## src/rtl/swl_cfg.svh

```systemverilog
/*
 Timing figures, command codes and sizes for the single-wire peripheral ROM layer.
 Assumes a 200 MHz core clock; all times are given in ns and converted to cycles here.
*/
`ifndef SWL_CFG_SVH
`define SWL_CFG_SVH

`define SWL_CLK_NS 5
`define SWL_CYC_UP(ns) (((ns) + `SWL_CLK_NS - 1) / `SWL_CLK_NS)
`define SWL_CYC_DN(ns) ((ns) / `SWL_CLK_NS)

// Reset recognition and overdrive retention
`define SWL_RSTL_STD_NS 480000
`define SWL_RSTL_OD_NS 48000
`define SWL_RSTL_ODKEEP_NS 80000
// Presence pulse: wait, then low
`define SWL_PWAIT_STD_NS 15000
`define SWL_PWAIT_OD_NS 2000
`define SWL_PLOW_STD_NS 60000
`define SWL_PLOW_OD_NS 8000
// Write sample point, read-zero hold, recovery
`define SWL_SAMP_STD_NS 30000
`define SWL_SAMP_OD_NS 3500
`define SWL_HOLD_STD_NS 30000
`define SWL_HOLD_OD_NS 3000
`define SWL_REC_STD_NS 5000
`define SWL_REC_OD_NS 2000

`define SWL_CNT_W 18
`define SWL_CNT_ZERO 18'h0
`define SWL_CNT_ONE 18'h1
`define SWL_CNT_MAX 18'h3ffff

`define SWL_ID_W 64
`define SWL_IDX_W 6
`define SWL_IDX_ZERO 6'h0
`define SWL_IDX_ONE 6'h1
`define SWL_IDX_LAST 6'h3f
`define SWL_CMD_LAST 6'h07

`define SWL_PH_TRUE 2'h0
`define SWL_PH_COMP 2'h1
`define SWL_PH_DIR 2'h2

`define SWL_CMD_SEARCH 8'hf0
`define SWL_CMD_READID 8'h33
`define SWL_CMD_MATCH 8'h55
`define SWL_CMD_SKIP 8'hcc
`define SWL_CMD_RESUME 8'ha5
`define SWL_CMD_ODSKIP 8'h3c
`define SWL_CMD_ODMATCH 8'h69

`endif

```

## src/rtl/swl_pkg.sv

```systemverilog
/*
 Types shared by the single-wire peripheral ROM layer.
 Assumes swl_cfg.svh is reachable on the include path.
*/
`include "swl_cfg.svh"

package swl_pkg;

	typedef logic [`SWL_CNT_W-1:0] cnt_t;
	typedef logic [`SWL_IDX_W-1:0] idx_t;
	typedef logic [`SWL_ID_W-1:0] devId_t;

	typedef enum logic [2:0] {LN_IDLE, LN_LOW, LN_REC, LN_PWAIT, LN_PLOW, LN_PEND} lineState_t;

	typedef enum logic [2:0] {RS_IDLE, RS_CMD, RS_READID, RS_MATCH, RS_SEARCH, RS_FUNC} romState_t;

	// Hand-off to the function-command layer
	typedef struct packed {
		logic active;
		logic rxValid;
		logic rxBit;
	} fnBus_t;

endpackage

```

## src/rtl/id_store.sv

```systemverilog
/*
 Identifier bit store with registered read data.
 Assumes the address is stable at least one cycle before the bit is used.
*/
`timescale 1ns/10ps

module id_store #(
	parameter swl_pkg::devId_t CONTENT = '0
) (
	input wire logic clk,
	input wire logic rstn,
	input swl_pkg::idx_t addr,
	output logic rdBit
);
	import swl_pkg::*;

	logic rdBit_q;
	logic rdBit_d;

	always_comb begin
		rdBit_d = CONTENT[addr];
	end

	always_ff @(posedge clk or negedge rstn) begin
		if (!rstn) begin
			rdBit_q <= 1'b0;
		end else begin
			rdBit_q <= rdBit_d;
		end
	end

	assign rdBit = rdBit_q;
endmodule

```

## src/rtl/line_sync.sv

```systemverilog
/*
 Two-flop synchroniser for the bus line level.
 Assumes the pin is asynchronous to clk; the line idles high.
*/
`timescale 1ns/10ps

module line_sync (
	input wire logic clk,
	input wire logic rstn,
	input wire logic pinIn,
	output logic level
);
	logic meta_q;
	logic level_q;

	always_ff @(posedge clk or negedge rstn) begin
		if (!rstn) begin
			meta_q <= 1'b1;
			level_q <= 1'b1;
		end else begin
			meta_q <= pinIn;
			level_q <= meta_q;
		end
	end

	assign level = level_q;
endmodule

```

## src/rtl/swl_rom_layer.sv

```systemverilog
/*
 Peripheral side of an open-drain single-wire bus: reset/presence, bit slots at
 standard and overdrive speed, and the ROM command layer up to function hand-off.
 Assumes an external pull-up, a single bus controller, and line_sync/id_store.
*/
// Summary of operation
// - Controller makes falls; we only start presence
// - Standard speed unless overdrive flag set
// - Reset of 480us or more clears overdrive
// - Overdrive reset up to 80us keeps overdrive
// - Overdrive reset 80-480us resets, speed undefined
// - After reset release, wait then presence low
// - Accept slots right after reset high time
// - Slot fall starts timer for sample/drive
// - Recovery time needed before next slot
// - Read zero: pull low until timer; one: release
// - One 8-bit ROM command after presence
// - Decode search, identifier read, identifier match
// - Decode skip-addressing and resume
// - Decode overdrive skip and overdrive match
// - Search: true bit, complement, controller direction
// - Search mismatch stops driving remaining slots
// - Identifier read sends family, serial, CRC
// - Match 64 bits; mismatch idles until reset
// - Skip goes straight to function commands
// - Resume flag set by success, cleared by skip or failure
// - Overdrive skip sets overdrive, acts as skip
// - Overdrive match selects only on exact match
`timescale 1ns/10ps
`include "swl_cfg.svh"

module swl_rom_layer #(
	parameter swl_pkg::devId_t DEVICE_ID = 64'h5a3c_0f96_e1d2_7b48, // arbitrary value
	parameter swl_pkg::cnt_t RSTL_STD_CYC = swl_pkg::cnt_t'(`SWL_CYC_UP(`SWL_RSTL_STD_NS)),
	parameter swl_pkg::cnt_t RSTL_OD_CYC = swl_pkg::cnt_t'(`SWL_CYC_UP(`SWL_RSTL_OD_NS)),
	parameter swl_pkg::cnt_t ODKEEP_CYC = swl_pkg::cnt_t'(`SWL_CYC_DN(`SWL_RSTL_ODKEEP_NS)),
	parameter swl_pkg::cnt_t PLOW_STD_CYC = swl_pkg::cnt_t'(`SWL_CYC_UP(`SWL_PLOW_STD_NS)),
	parameter swl_pkg::cnt_t SAMP_STD_CYC = swl_pkg::cnt_t'(`SWL_CYC_UP(`SWL_SAMP_STD_NS)),
	parameter swl_pkg::cnt_t HOLD_STD_CYC = swl_pkg::cnt_t'(`SWL_CYC_UP(`SWL_HOLD_STD_NS))
) (
	input wire logic clk,
	input wire logic rstn,
	input wire logic dqIn,
	output logic dqOut,
	output logic dqOe,
	output logic overdrive,
	output swl_pkg::fnBus_t fn
);
	import swl_pkg::*;

	localparam cnt_t PWAIT_STD_CYC = cnt_t'(`SWL_CYC_UP(`SWL_PWAIT_STD_NS));
	localparam cnt_t PWAIT_OD_CYC = cnt_t'(`SWL_CYC_UP(`SWL_PWAIT_OD_NS));
	localparam cnt_t PLOW_OD_CYC = cnt_t'(`SWL_CYC_UP(`SWL_PLOW_OD_NS));
	localparam cnt_t SAMP_OD_CYC = cnt_t'(`SWL_CYC_UP(`SWL_SAMP_OD_NS));
	localparam cnt_t HOLD_OD_CYC = cnt_t'(`SWL_CYC_UP(`SWL_HOLD_OD_NS));
	localparam cnt_t REC_STD_CYC = cnt_t'(`SWL_CYC_UP(`SWL_REC_STD_NS));
	localparam cnt_t REC_OD_CYC = cnt_t'(`SWL_CYC_UP(`SWL_REC_OD_NS));

	function automatic cnt_t speedSel(input logic fast, input cnt_t stdCyc, input cnt_t odCyc);
		speedSel = fast ? odCyc : stdCyc;
	endfunction

	logic lineLevel;
	logic lineLow;
	logic idBit;
	logic txEn;
	logic txBit;
	logic bitDone;
	logic rxBit;
	logic rstEvt;
	logic rstLong;
	logic cmdDone;
	logic [7:0] cmdCode;
	cnt_t rstCyc, pwaitCyc, plowCyc, sampCyc, holdCyc, recCyc;

	lineState_t lnSt_q, lnSt_d;
	cnt_t cnt_q, cnt_d;
	logic dqOe_q, dqOe_d;
	logic rstSeen_q, rstSeen_d;

	romState_t romSt_q, romSt_d;
	idx_t bitIdx_q, bitIdx_d;
	logic [1:0] phase_q, phase_d;
	logic [7:0] shift_q, shift_d;
	logic match_q, match_d;
	logic odMatch_q, odMatch_d;
	logic odPrev_q, odPrev_d;
	logic od_q, od_d;
	logic resume_q, resume_d;
	fnBus_t fn_q, fn_d;

	line_sync uSync (
		.clk(clk),
		.rstn(rstn),
		.pinIn(dqIn),
		.level(lineLevel)
	);

	id_store #(.CONTENT(DEVICE_ID)) uId (
		.clk(clk),
		.rstn(rstn),
		.addr(bitIdx_q),
		.rdBit(idBit)
	);

	assign lineLow = !lineLevel;

	always_comb begin
		rstCyc = speedSel(od_q, RSTL_STD_CYC, RSTL_OD_CYC);
		pwaitCyc = speedSel(od_q, PWAIT_STD_CYC, PWAIT_OD_CYC);
		plowCyc = speedSel(od_q, PLOW_STD_CYC, PLOW_OD_CYC);
		sampCyc = speedSel(od_q, SAMP_STD_CYC, SAMP_OD_CYC);
		holdCyc = speedSel(od_q, HOLD_STD_CYC, HOLD_OD_CYC);
		recCyc = speedSel(od_q, REC_STD_CYC, REC_OD_CYC);
	end

	assign txEn = (romSt_q == RS_READID) || (romSt_q == RS_SEARCH && phase_q != `SWL_PH_DIR);
	assign txBit = (romSt_q == RS_SEARCH && phase_q == `SWL_PH_COMP) ? !idBit : idBit;
	assign rxBit = !lineLow;
	assign rstLong = rstSeen_q && (cnt_q > ODKEEP_CYC);

	always_comb begin
		lnSt_d = lnSt_q;
		cnt_d = (cnt_q == `SWL_CNT_MAX) ? cnt_q : cnt_q + `SWL_CNT_ONE;
		dqOe_d = dqOe_q;
		rstSeen_d = rstSeen_q;
		bitDone = 1'b0;
		rstEvt = 1'b0;
		case (lnSt_q)
			LN_IDLE: begin
				cnt_d = `SWL_CNT_ZERO;
				if (lineLow) begin
					lnSt_d = LN_LOW;
					rstSeen_d = 1'b0;
					dqOe_d = txEn && !txBit;
				end
			end
			LN_LOW: begin
				if (cnt_q == sampCyc) begin
					bitDone = 1'b1;
				end
				if (dqOe_q && cnt_q == holdCyc) begin
					dqOe_d = 1'b0;
				end
				if (cnt_q == rstCyc) begin
					rstSeen_d = 1'b1;
				end
				if (!lineLow && !dqOe_q && cnt_q > sampCyc) begin
					cnt_d = `SWL_CNT_ZERO;
					if (rstSeen_q) begin
						lnSt_d = LN_PWAIT;
						rstEvt = 1'b1;
					end else begin
						lnSt_d = LN_REC;
					end
				end
			end
			LN_REC: begin
				if (cnt_q == recCyc) begin
					lnSt_d = LN_IDLE;
				end
			end
			LN_PWAIT: begin
				if (lineLow) begin
					lnSt_d = LN_LOW;
					cnt_d = `SWL_CNT_ZERO;
					rstSeen_d = 1'b0;
				end else if (cnt_q == pwaitCyc) begin
					lnSt_d = LN_PLOW;
					cnt_d = `SWL_CNT_ZERO;
					dqOe_d = 1'b1;
				end
			end
			LN_PLOW: begin
				if (cnt_q == plowCyc) begin
					lnSt_d = LN_PEND;
					dqOe_d = 1'b0;
				end
			end
			LN_PEND: begin
				if (!lineLow) begin
					lnSt_d = LN_IDLE;
				end
			end
			default: begin
				lnSt_d = LN_IDLE;
				dqOe_d = 1'b0;
			end
		endcase
	end

	always_ff @(posedge clk or negedge rstn) begin
		if (!rstn) begin
			lnSt_q <= LN_IDLE;
			cnt_q <= `SWL_CNT_ZERO;
			dqOe_q <= 1'b0;
			rstSeen_q <= 1'b0;
		end else begin
			lnSt_q <= lnSt_d;
			cnt_q <= cnt_d;
			dqOe_q <= dqOe_d;
			rstSeen_q <= rstSeen_d;
		end
	end

	assign cmdCode = {rxBit, shift_q[7:1]};
	assign cmdDone = bitDone && romSt_q == RS_CMD && bitIdx_q == `SWL_CMD_LAST;

	always_comb begin
		romSt_d = romSt_q;
		bitIdx_d = bitIdx_q;
		phase_d = phase_q;
		shift_d = shift_q;
		match_d = match_q;
		odMatch_d = odMatch_q;
		odPrev_d = odPrev_q;
		od_d = od_q;
		resume_d = resume_q;
		fn_d = '0;
		fn_d.active = romSt_q == RS_FUNC;
		if (rstEvt) begin
			romSt_d = RS_CMD;
			bitIdx_d = `SWL_IDX_ZERO;
			phase_d = `SWL_PH_TRUE;
			fn_d.active = 1'b0;
			if (rstLong) begin
				od_d = 1'b0;
			end
		end else if (bitDone) begin
			case (romSt_q)
				RS_CMD: begin
					shift_d = cmdCode;
					bitIdx_d = bitIdx_q + `SWL_IDX_ONE;
					if (cmdDone) begin
						bitIdx_d = `SWL_IDX_ZERO;
						match_d = 1'b1;
						odMatch_d = 1'b0;
						case (cmdCode)
							`SWL_CMD_SEARCH: romSt_d = RS_SEARCH;
							`SWL_CMD_READID: romSt_d = RS_READID;
							`SWL_CMD_MATCH: romSt_d = RS_MATCH;
							`SWL_CMD_SKIP: begin
								romSt_d = RS_FUNC;
								resume_d = 1'b0;
							end
							`SWL_CMD_RESUME: romSt_d = resume_q ? RS_FUNC : RS_IDLE;
							`SWL_CMD_ODSKIP: begin
								od_d = 1'b1;
								romSt_d = RS_FUNC;
								resume_d = 1'b0;
							end
							`SWL_CMD_ODMATCH: begin
								odPrev_d = od_q;
								od_d = 1'b1;
								odMatch_d = 1'b1;
								romSt_d = RS_MATCH;
							end
							default: romSt_d = RS_IDLE;
						endcase
					end
				end
				RS_READID: begin
					bitIdx_d = bitIdx_q + `SWL_IDX_ONE;
					if (bitIdx_q == `SWL_IDX_LAST) begin
						romSt_d = RS_FUNC;
					end
				end
				RS_MATCH: begin
					bitIdx_d = bitIdx_q + `SWL_IDX_ONE;
					match_d = match_q && (rxBit == idBit);
					if (bitIdx_q == `SWL_IDX_LAST) begin
						romSt_d = match_d ? RS_FUNC : RS_IDLE;
						resume_d = match_d;
						if (odMatch_q && !match_d) begin
							od_d = odPrev_q;
						end
					end
				end
				RS_SEARCH: begin
					phase_d = phase_q + 2'h1;
					if (phase_q == `SWL_PH_DIR) begin
						phase_d = `SWL_PH_TRUE;
						bitIdx_d = bitIdx_q + `SWL_IDX_ONE;
						if (rxBit != idBit) begin
							romSt_d = RS_IDLE;
							resume_d = 1'b0;
						end else if (bitIdx_q == `SWL_IDX_LAST) begin
							romSt_d = RS_FUNC;
							resume_d = 1'b1;
						end
					end
				end
				RS_FUNC: begin
					fn_d.rxValid = 1'b1;
					fn_d.rxBit = rxBit;
				end
				default: romSt_d = romSt_q;
			endcase
		end
	end

	always_ff @(posedge clk or negedge rstn) begin
		if (!rstn) begin
			romSt_q <= RS_IDLE;
			bitIdx_q <= `SWL_IDX_ZERO;
			phase_q <= `SWL_PH_TRUE;
			shift_q <= 8'h00;
			match_q <= 1'b0;
			odMatch_q <= 1'b0;
			odPrev_q <= 1'b0;
			od_q <= 1'b0;
			resume_q <= 1'b0;
			fn_q <= '0;
		end else begin
			romSt_q <= romSt_d;
			bitIdx_q <= bitIdx_d;
			phase_q <= phase_d;
			shift_q <= shift_d;
			match_q <= match_d;
			odMatch_q <= odMatch_d;
			odPrev_q <= odPrev_d;
			od_q <= od_d;
			resume_q <= resume_d;
			fn_q <= fn_d;
		end
	end

	// Open drain: only the enable ever changes
	assign dqOut = 1'b0;
	assign dqOe = dqOe_q;
	assign overdrive = od_q;
	assign fn = fn_q;
endmodule

```

## config.mk

```make
export PLATFORM = sky130hd
export DESIGN_NAME = swl_rom_layer
export DESIGN_NICKNAME = d
export VERILOG_FILES = /design/src/rtl/swl_pkg.sv /design/src/rtl/id_store.sv /design/src/rtl/line_sync.sv /design/src/rtl/swl_rom_layer.sv
export VERILOG_INCLUDE_DIRS = /design/src /design/src/rtl
export SDC_FILE = /design/constraint.sdc
export NUM_CORES = 1
export LEC_CHECK = 0
export BUFFER_PORTS_ARGS = -buffer_cell sky130_fd_sc_hd__buf_2
export CAP_MARGIN = 20
export CORE_MARGIN = 2
export CORE_UTILIZATION = 60
export CTS_BUF_LIST = sky130_fd_sc_hd__clkbuf_16
export DETAILED_ROUTE_END_ITERATION = 10
export PLACE_DENSITY = 0.86
export SETUP_SLACK_MARGIN = 0.02
export SLEW_MARGIN = 25
export SYNTH_ARGS = -nofsm -noshare
export SYNTH_HDL_FRONTEND = slang
export SYNTH_SLANG_ARGS = --single-unit
```

## constraint.sdc

```tcl
create_clock -name clk -period 3.4 [get_ports clk]
set_clock_uncertainty 0.05 [all_clocks]
set_input_delay 0.34 -clock clk [delete_from_list [all_inputs] [get_ports clk]]
set_output_delay 0.34 -clock clk [all_outputs]
set_load 0.02 [all_outputs]
```

==> metrics.yaml, run 1 <==
finalWeightedCongestion: 0.940
r2r_slack_ps: 340
drive_gt1_share_pct: 10.4
via_count_of_the_first_global_routing_pass: 2868
wire_per_inst_um: 16.8
final-max-slew-violation-count: 0
total_power_uw: 1230
clock_sink_count: 52
clock_insertion_delay_worst_skew_ps: 300
max_cap_viol_count: 0
async_reset_ff_share_pct: 100
synth_top_cell_by_area: "dfrtp_1"
final.min_clock_period_ps: 3060
worst_max_slew_pin_slew_ps: 718
synth.cell_area_um2: 3560
achievable-frequency_ghz: 0.327
remaining_drc_errors: 0
vias: 3099
timing_worst_setup_path_type: "reg2reg"
cts.root.buffer_cell: "clkbuf_16"
p_per_area_nw_per_um2: 325
static-leakage-power_uw: 0.00161
wire_length_of_the_first_global_routing_pass_mm: 13.9
clk_path_buf_depth: 2
critical_path.reg2reg.endpoint: "cnt_q[2]"
yosysSeqAreaShare_pct: 36.7
cts.repair_timing.setup_buffer_count: 0
worst_r2r_path_depth: 9
crit_path_start_kind: "flip-flop"
relSlewSlack_pct: 52.0
flip_flop_and_latch_count_after_synthesis: 52
ir_worst_vdd_mv: 0.309
final_nets: 413
holdCritPathClass: "in2async"
rsz_0062_raised_after_global_routing: "no"
final.hold.worst_slack_ps: -34.4
hold_buffers: 0
timing.final.hold_violations: 39
period_share_pct: 89.9
setup_total_negative_slack_ps: 0
grt_start_max_net_pins: 42
post_drt_antenna_nets: 0
worst_setup_hold_path_clk_slew_ps: 70
route.final.wire_length_mm: 7.93
die_outline_height_um: 81.0
grt_antenna_before_repair: 0
syn_avg_cell_area_um2: 8.92
antenna_cells: 0
critical_path.max_fanout: 18
dp_hpwl_mm: 5.55
drt_iter0_markers: 260
design.portCount: 9
floorplan.initialDensity_pct: 61.2
area_growth_syn_to_layout_pct: 6.19
grt_use_total_pct: 26.9
std_cell_rows: 28
number_of_synthesized_flops_with_an_enable_pin: 0
ys_top_cells_by_area: "dfrtp_1, ha_1, nor2_1"
io_buffer_count: 7
cts_tree: "done"
synth_fp_nets: 417
floorplan.die_area_um2: 6560
count_of_mapped_cells_out_of_synthesis: 399
congestion_overflow_gr: 0
synth.distinct_cells: 67
yosys_warnings: 0
timing.critical_path.arrival_ps: 3140
yosys_most_used_dff: "dfrtp_1"
timing.final.setup_violations: 0
avgViaCountPerCell: 6.58
critPathRequiredTime_ps: 3490
synthDominantCellAreaShare_pct: 35.2
endpoint_kind: "flip-flop"
core_ar_um2: 5820
failing_checks: "hold timing"
drt_pre_antenna_iters: 5
run_status: "complete, but fails checks"
post_cts.resized_instances: 0
crit-reg2reg-launch: "overdrive"
cts_made_buffers: 5
clock_tree.htree_level_count: 2
floorplan.die.width_um: 81.0
==> cell usage in the layout (no fill, tap or decap), drive strengths merged, types with 6 or more instances in the layout <==
| cell | netlist | final |
|---|---|---|
| mux2 | 9 | 9 |
| inv | 15 | 16 |
| and3 | 7 | 7 |
| nand3 | 17 | 17 |
| a21oi | 20 | 20 |
| xnor2 | 15 | 15 |
| dfrtp | 50 | 50 |
| nor3 | 16 | 16 |
| nand4 | 10 | 10 |
| nor4bb | 6 | 6 |
| nand2b | 8 | 8 |
| xor2 | 9 | 9 |
| o21ai | 14 | 14 |
| buf | 11 | 11 |
| nor2 | 43 | 43 |
| ha | 15 | 15 |
| nand2 | 35 | 35 |
| nor4 | 8 | 8 |
| a31oi | 6 | 6 |
| mux2i | 8 | 8 |
==> synthesized netlist by cell type, types with 3 or more instances <==
library cell / n
a21oi_1: 19
o21ai_0: 14
nor4bb_1: 6
dfrtp_1: 50
inv_1: 15
buf_2: 6
a21o_1: 4
a31oi_1: 6
nor2b_1: 3
nand2_1: 35
nand2b_1: 8
xnor2_1: 15
nor4b_1: 4
mux2_2: 8
o21a_1: 3
nor3_1: 14
and3_1: 7
o2111ai_1: 3
nor2_1: 41
and4_1: 4
mux2i_1: 8
ha_1: 15
nor4_1: 8
xor2_1: 9
nand4_1: 10
or4_1: 3
clkbuf_1: 11
nand3b_1: 4
nand3_1: 16
==> worst max-delay path, cell delays in order (launching register included) <==
cell	delay [ps]
dfrtp_1	600
inv_1	170
ha_1	370
and4_1	220
and4_1	230
nand3_1	110
buf_4	190
o221ai_2	160
nor3_4	630
nor3_1	170
==> per-layer routing <==
layer | vias up | share of wire (%) | wire length (um) | global-route usage [%]
li1 | 1442 | - | - | -
met1 | 1477 | 44 | 3460 | 37.1
met2 | 154 | 47 | 3760 | 43.9
met3 | 26 | 6.6 | 524 | 4.33
met4 | 0 | 2.3 | 181 | 7.46
met5 | - | 0 | 0 | 0
==> kinds of logic (layout without fill, tap and decap cells) <==
logic type	after synthesis	in the layout	synth area share, %
simple gates	182	182	28.9
compound gates	71	71	13.3
flops	52	52	36.7
buf+inv	37	34	4.75
xor+xnor	24	24	5.91
mux	17	17	5.10
fa+ha+maj	15	15	5.28
other cells	1	1	0.105
==> state kept, by name (all words and copies together) (netlist names) <==
register	count
uSync.meta_q	1
phase_q	2
odPrev_q	1
odMatch_q	1
shift_q	7
lnSt_q	3
bitIdx_q	6
rstSeen_q	1
uId.rdBit	1
resume_q	1
fn	3
overdrive	1
match_q	1
uSync.level	1
romSt_q	3
cnt_q	18
dqOe	1
==> per-stage QoR <==
step / util [%] / cell area, um^2 / hold WS (ps) / cells / setup WS, ps
4_1_cts: 64.9 / 3770 / 87.7 / 471 / 377
6_report: 65.0 / 3780 / -34.4 / 471 / 342
3_3_place_gp: 62.0 / 3600 / 297 / 463 / 520
5_1_grt: 65.0 / 3780 / 25.3 / 471 / 177
2_1_floorplan: - / 3560 / -5.59 / 399 / 517
3_5_place_dp: 62.0 / 3600 / 301 / 463 / 388
==> worst max-delay path by stage <==
stage / start / to / slack, ps / cells past startpoint
2_1_floorplan: overdrive / odPrev_q / 520 / 9
3_3_place_gp: overdrive / cnt_q[2] / 520 / 9
3_5_place_dp: overdrive / cnt_q[2] / 390 / 9
4_1_cts: overdrive / cnt_q[2] / 380 / 9
5_1_grt: overdrive / cnt_q[2] / 180 / 9
6_report: overdrive / cnt_q[2] / 340 / 9
==> final cells by class <==
class	count	area, um^2
clock inverter	3	46.3
tap	75	93.8
inverter	15	56.3
sequential	52	1300
fill	477	2040
multi-input combinational	310	2080
clock buffer	5	125
timing repair buffer	11	67.6
==> power breakdown <==
part	switching (uW)	internal [uW]
sequential	2.99	620
combinational	14.8	3.39
clock	236	351
No activity file was read; power rests on OpenSTA's default activity.
==> run 2, diff against run 1 <==
--- a/config.mk
+++ b/config.mk
@@ -8,7 +8,7 @@
 export LEC_CHECK = 0
 export BUFFER_PORTS_ARGS = -buffer_cell sky130_fd_sc_hd__buf_2
 export CAP_MARGIN = 20
-export CORE_MARGIN = 2
+export CORE_MARGIN = 1
 export CORE_UTILIZATION = 60
 export CTS_BUF_LIST = sky130_fd_sc_hd__clkbuf_16
 export DETAILED_ROUTE_END_ITERATION = 10
==> metrics.yaml, run 2 (same netlist as run 1, synthesis figures left out) <==
run_status: "finished, final reports clean"
setup_ws_final_ps: 374  # +31.8 ps
critPathRequiredTime_ps: 3490  # about the same
final-max-slew-violation-count: 0  # unchanged
cts.repair_timing.setup_buffer_count: 0  # unchanged
setup_total_negative_slack_ps: 0  # unchanged
post_cts.resized_instances: 0  # unchanged
antenna_cells: 0  # unchanged
timing.critical_path.arrival_ps: 3120  # -20 ps
floorplan.die_area_um2: 6240  # -4.9%
grt_start_max_net_pins: 37  # -12%
cts.root.buffer_cell: "clkbuf_16"
regMostFlops: "cnt_q"
timing.final.setup_violations: 0  # unchanged
die_outline_height_um: 79.0  # -2.5%
cts_made_buffers: 5  # unchanged
crit-reg2reg-launch: "overdrive"
critPathLaunch: "overdrive"
cts_tree: "done"
flip_flop_count_of_the_largest_register_after_layout: 18  # unchanged
remaining_drc_errors: 0  # unchanged
grt_antenna_before_repair: 0  # unchanged
critical_path.max_fanout: 18  # unchanged
std_cell_rows: 27  # -3.6%
worst_r2r_path_depth: 9  # unchanged
static-leakage-power_uw: 0.00160  # -0.32%
area_growth_syn_to_layout_pct: 5.91
rsz_0062_raised_after_global_routing: "no"
max_cap_viol_count: 0  # unchanged
floorplan.die.width_um: 79.0  # -2.5%
timing_worst_setup_path_type: "reg2reg"
relSlewSlack_pct: 46.1  # -5.8 points
nFillCells: 472  # -1.0%
clk_path_buf_depth: 2  # unchanged
congestion_overflow_gr: 0  # unchanged
final.min_clock_period_ps: 3030  # -31.8 ps
post_drt_antenna_nets: 0  # unchanged
via_count_of_the_first_global_routing_pass: 2881  # +0.45%
core_ar_um2: 5610  # -3.6%
total_power_uw: 1220  # -1.0%
final_cell_mix: "dfrtp_1, nor2_1, nand2_1"
ir_worst_vdd_mv: 0.258  # -17%
dp_hpwl_mm: 5.86  # +5.5%
period_share_pct: 89.0  # -0.94 points
route.final.wire_length_mm: 8.24  # +3.9%
drive_gt1_share_pct: 10.1  # -0.25 points
wire_length_of_the_first_global_routing_pass_mm: 13.9  # unchanged
wire_per_inst_um: 17.6  # +4.6%
clock_tree.htree_level_count: 2  # unchanged
achievable-frequency_ghz: 0.330  # +1.1%
holdCritPathClass: "in2async"
layout_top_registers: "cnt_q x18, shift_q x7, bitIdx_q x6"
p_per_area_nw_per_um2: 323  # -0.76%
worst_max_slew_pin_slew_ps: 808  # +89.6 ps
dp_worst_setup_slack_ps: 404  # +15.6 ps
grt_use_total_pct: 28.2  # +1.3 points
drt_pre_antenna_iters: 5  # unchanged
endpoint_kind: "flip-flop"
clock_insertion_delay_worst_skew_ps: 290  # about the same
timing.final.hold_violations: 0  # -100%
final_nets: 413  # unchanged
vias: 3142  # +1.4%
crit_path_start_kind: "flip-flop"
mostFrequentLayoutCell: "dfrtp_1"
avgViaCountPerCell: 6.71  # +2.0%
drt_iter0_markers: 342  # +32%
design.portCount: 9  # unchanged
finalWeightedCongestion: 0.997  # +6.1%
hold_buffers: 0  # unchanged
floorplan.initialDensity_pct: 63.4  # +2.3 points
worst_setup_hold_path_clk_slew_ps: 70  # about the same
io_buffer_count: 7  # unchanged
clock_sink_count: 52  # unchanged
## run 2: cell count changes in the layout (fill, tap and decap cells not counted), sizes merged
cell | before | now
clkinv | 1 | 2
inv | 16 | 15
## run 2: cell type report
| class | instances | area (um^2) | area share, % |
|---|---|---|---|
| well taps | 72 | 90.1 | 2.39 |
| flip-flops and latches | 52 | 1300 | 34.6 |
| inverters | 15 | 56.3 | 1.49 |
| clock inverters | 3 | 42.5 | 1.13 |
| multi-input cells | 310 | 2080 | 55.3 |
| clock buffers | 5 | 125 | 3.32 |
| repair buffers | 11 | 65.1 | 1.73 |
## run 2: routing by layer
metal | up-vias | track usage, % | wire length (um)
li1 | 1441 | - | -
met1 | 1511 | 41.6 | 3760
met2 | 163 | 42.6 | 3710
met3 | 27 | 4.48 | 610
met4 | 0 | 8.18 | 167
met5 | - | 0 | 0
## run 2: path summary, 6_finish.rpt
check / to / slack, ps
setup reg to reg: cnt_q[2] / 370
max in group asynchronous: romSt_q[0] / 2460
hold / removal: lnSt_q[0] / 90
setup / recovery: cnt_q[2] / 370
min in group clk: uSync.meta_q / 100
hold reg to reg: uSync.level / 310
## run 2: through the flow
| stage | hold slack (ps) | instance area (um^2) | cells | util, % |
|---|---|---|---|---|
| 6_report | 85.7 | 3770 | 468 | 67.2 |
| 5_1_grt | 89.3 | 3770 | 468 | 67.2 |
| 4_1_cts | 94.1 | 3770 | 468 | 67.2 |
| 3_5_place_dp | 300 | 3600 | 460 | 64.2 |
| 3_3_place_gp | 295 | 3600 | 460 | 64.2 |
| 2_1_floorplan | -5.59 | 3560 | 399 | - |
## run 2: power by group
group          internal (uW)  switching [uW]
Clock                    346             228
Combinational           3.03            15.2
Sequential               620            3.50
## run 2: critical path, stage by stage, from the launching register on
cell and delay (ps):
dfrtp_1 630, inv_1 180, ha_1 370, and4_1 220
and4_1 220, nand3_1 110, buf_4 190, o221ai_2 160
nor3_4 630, nor3_1 130
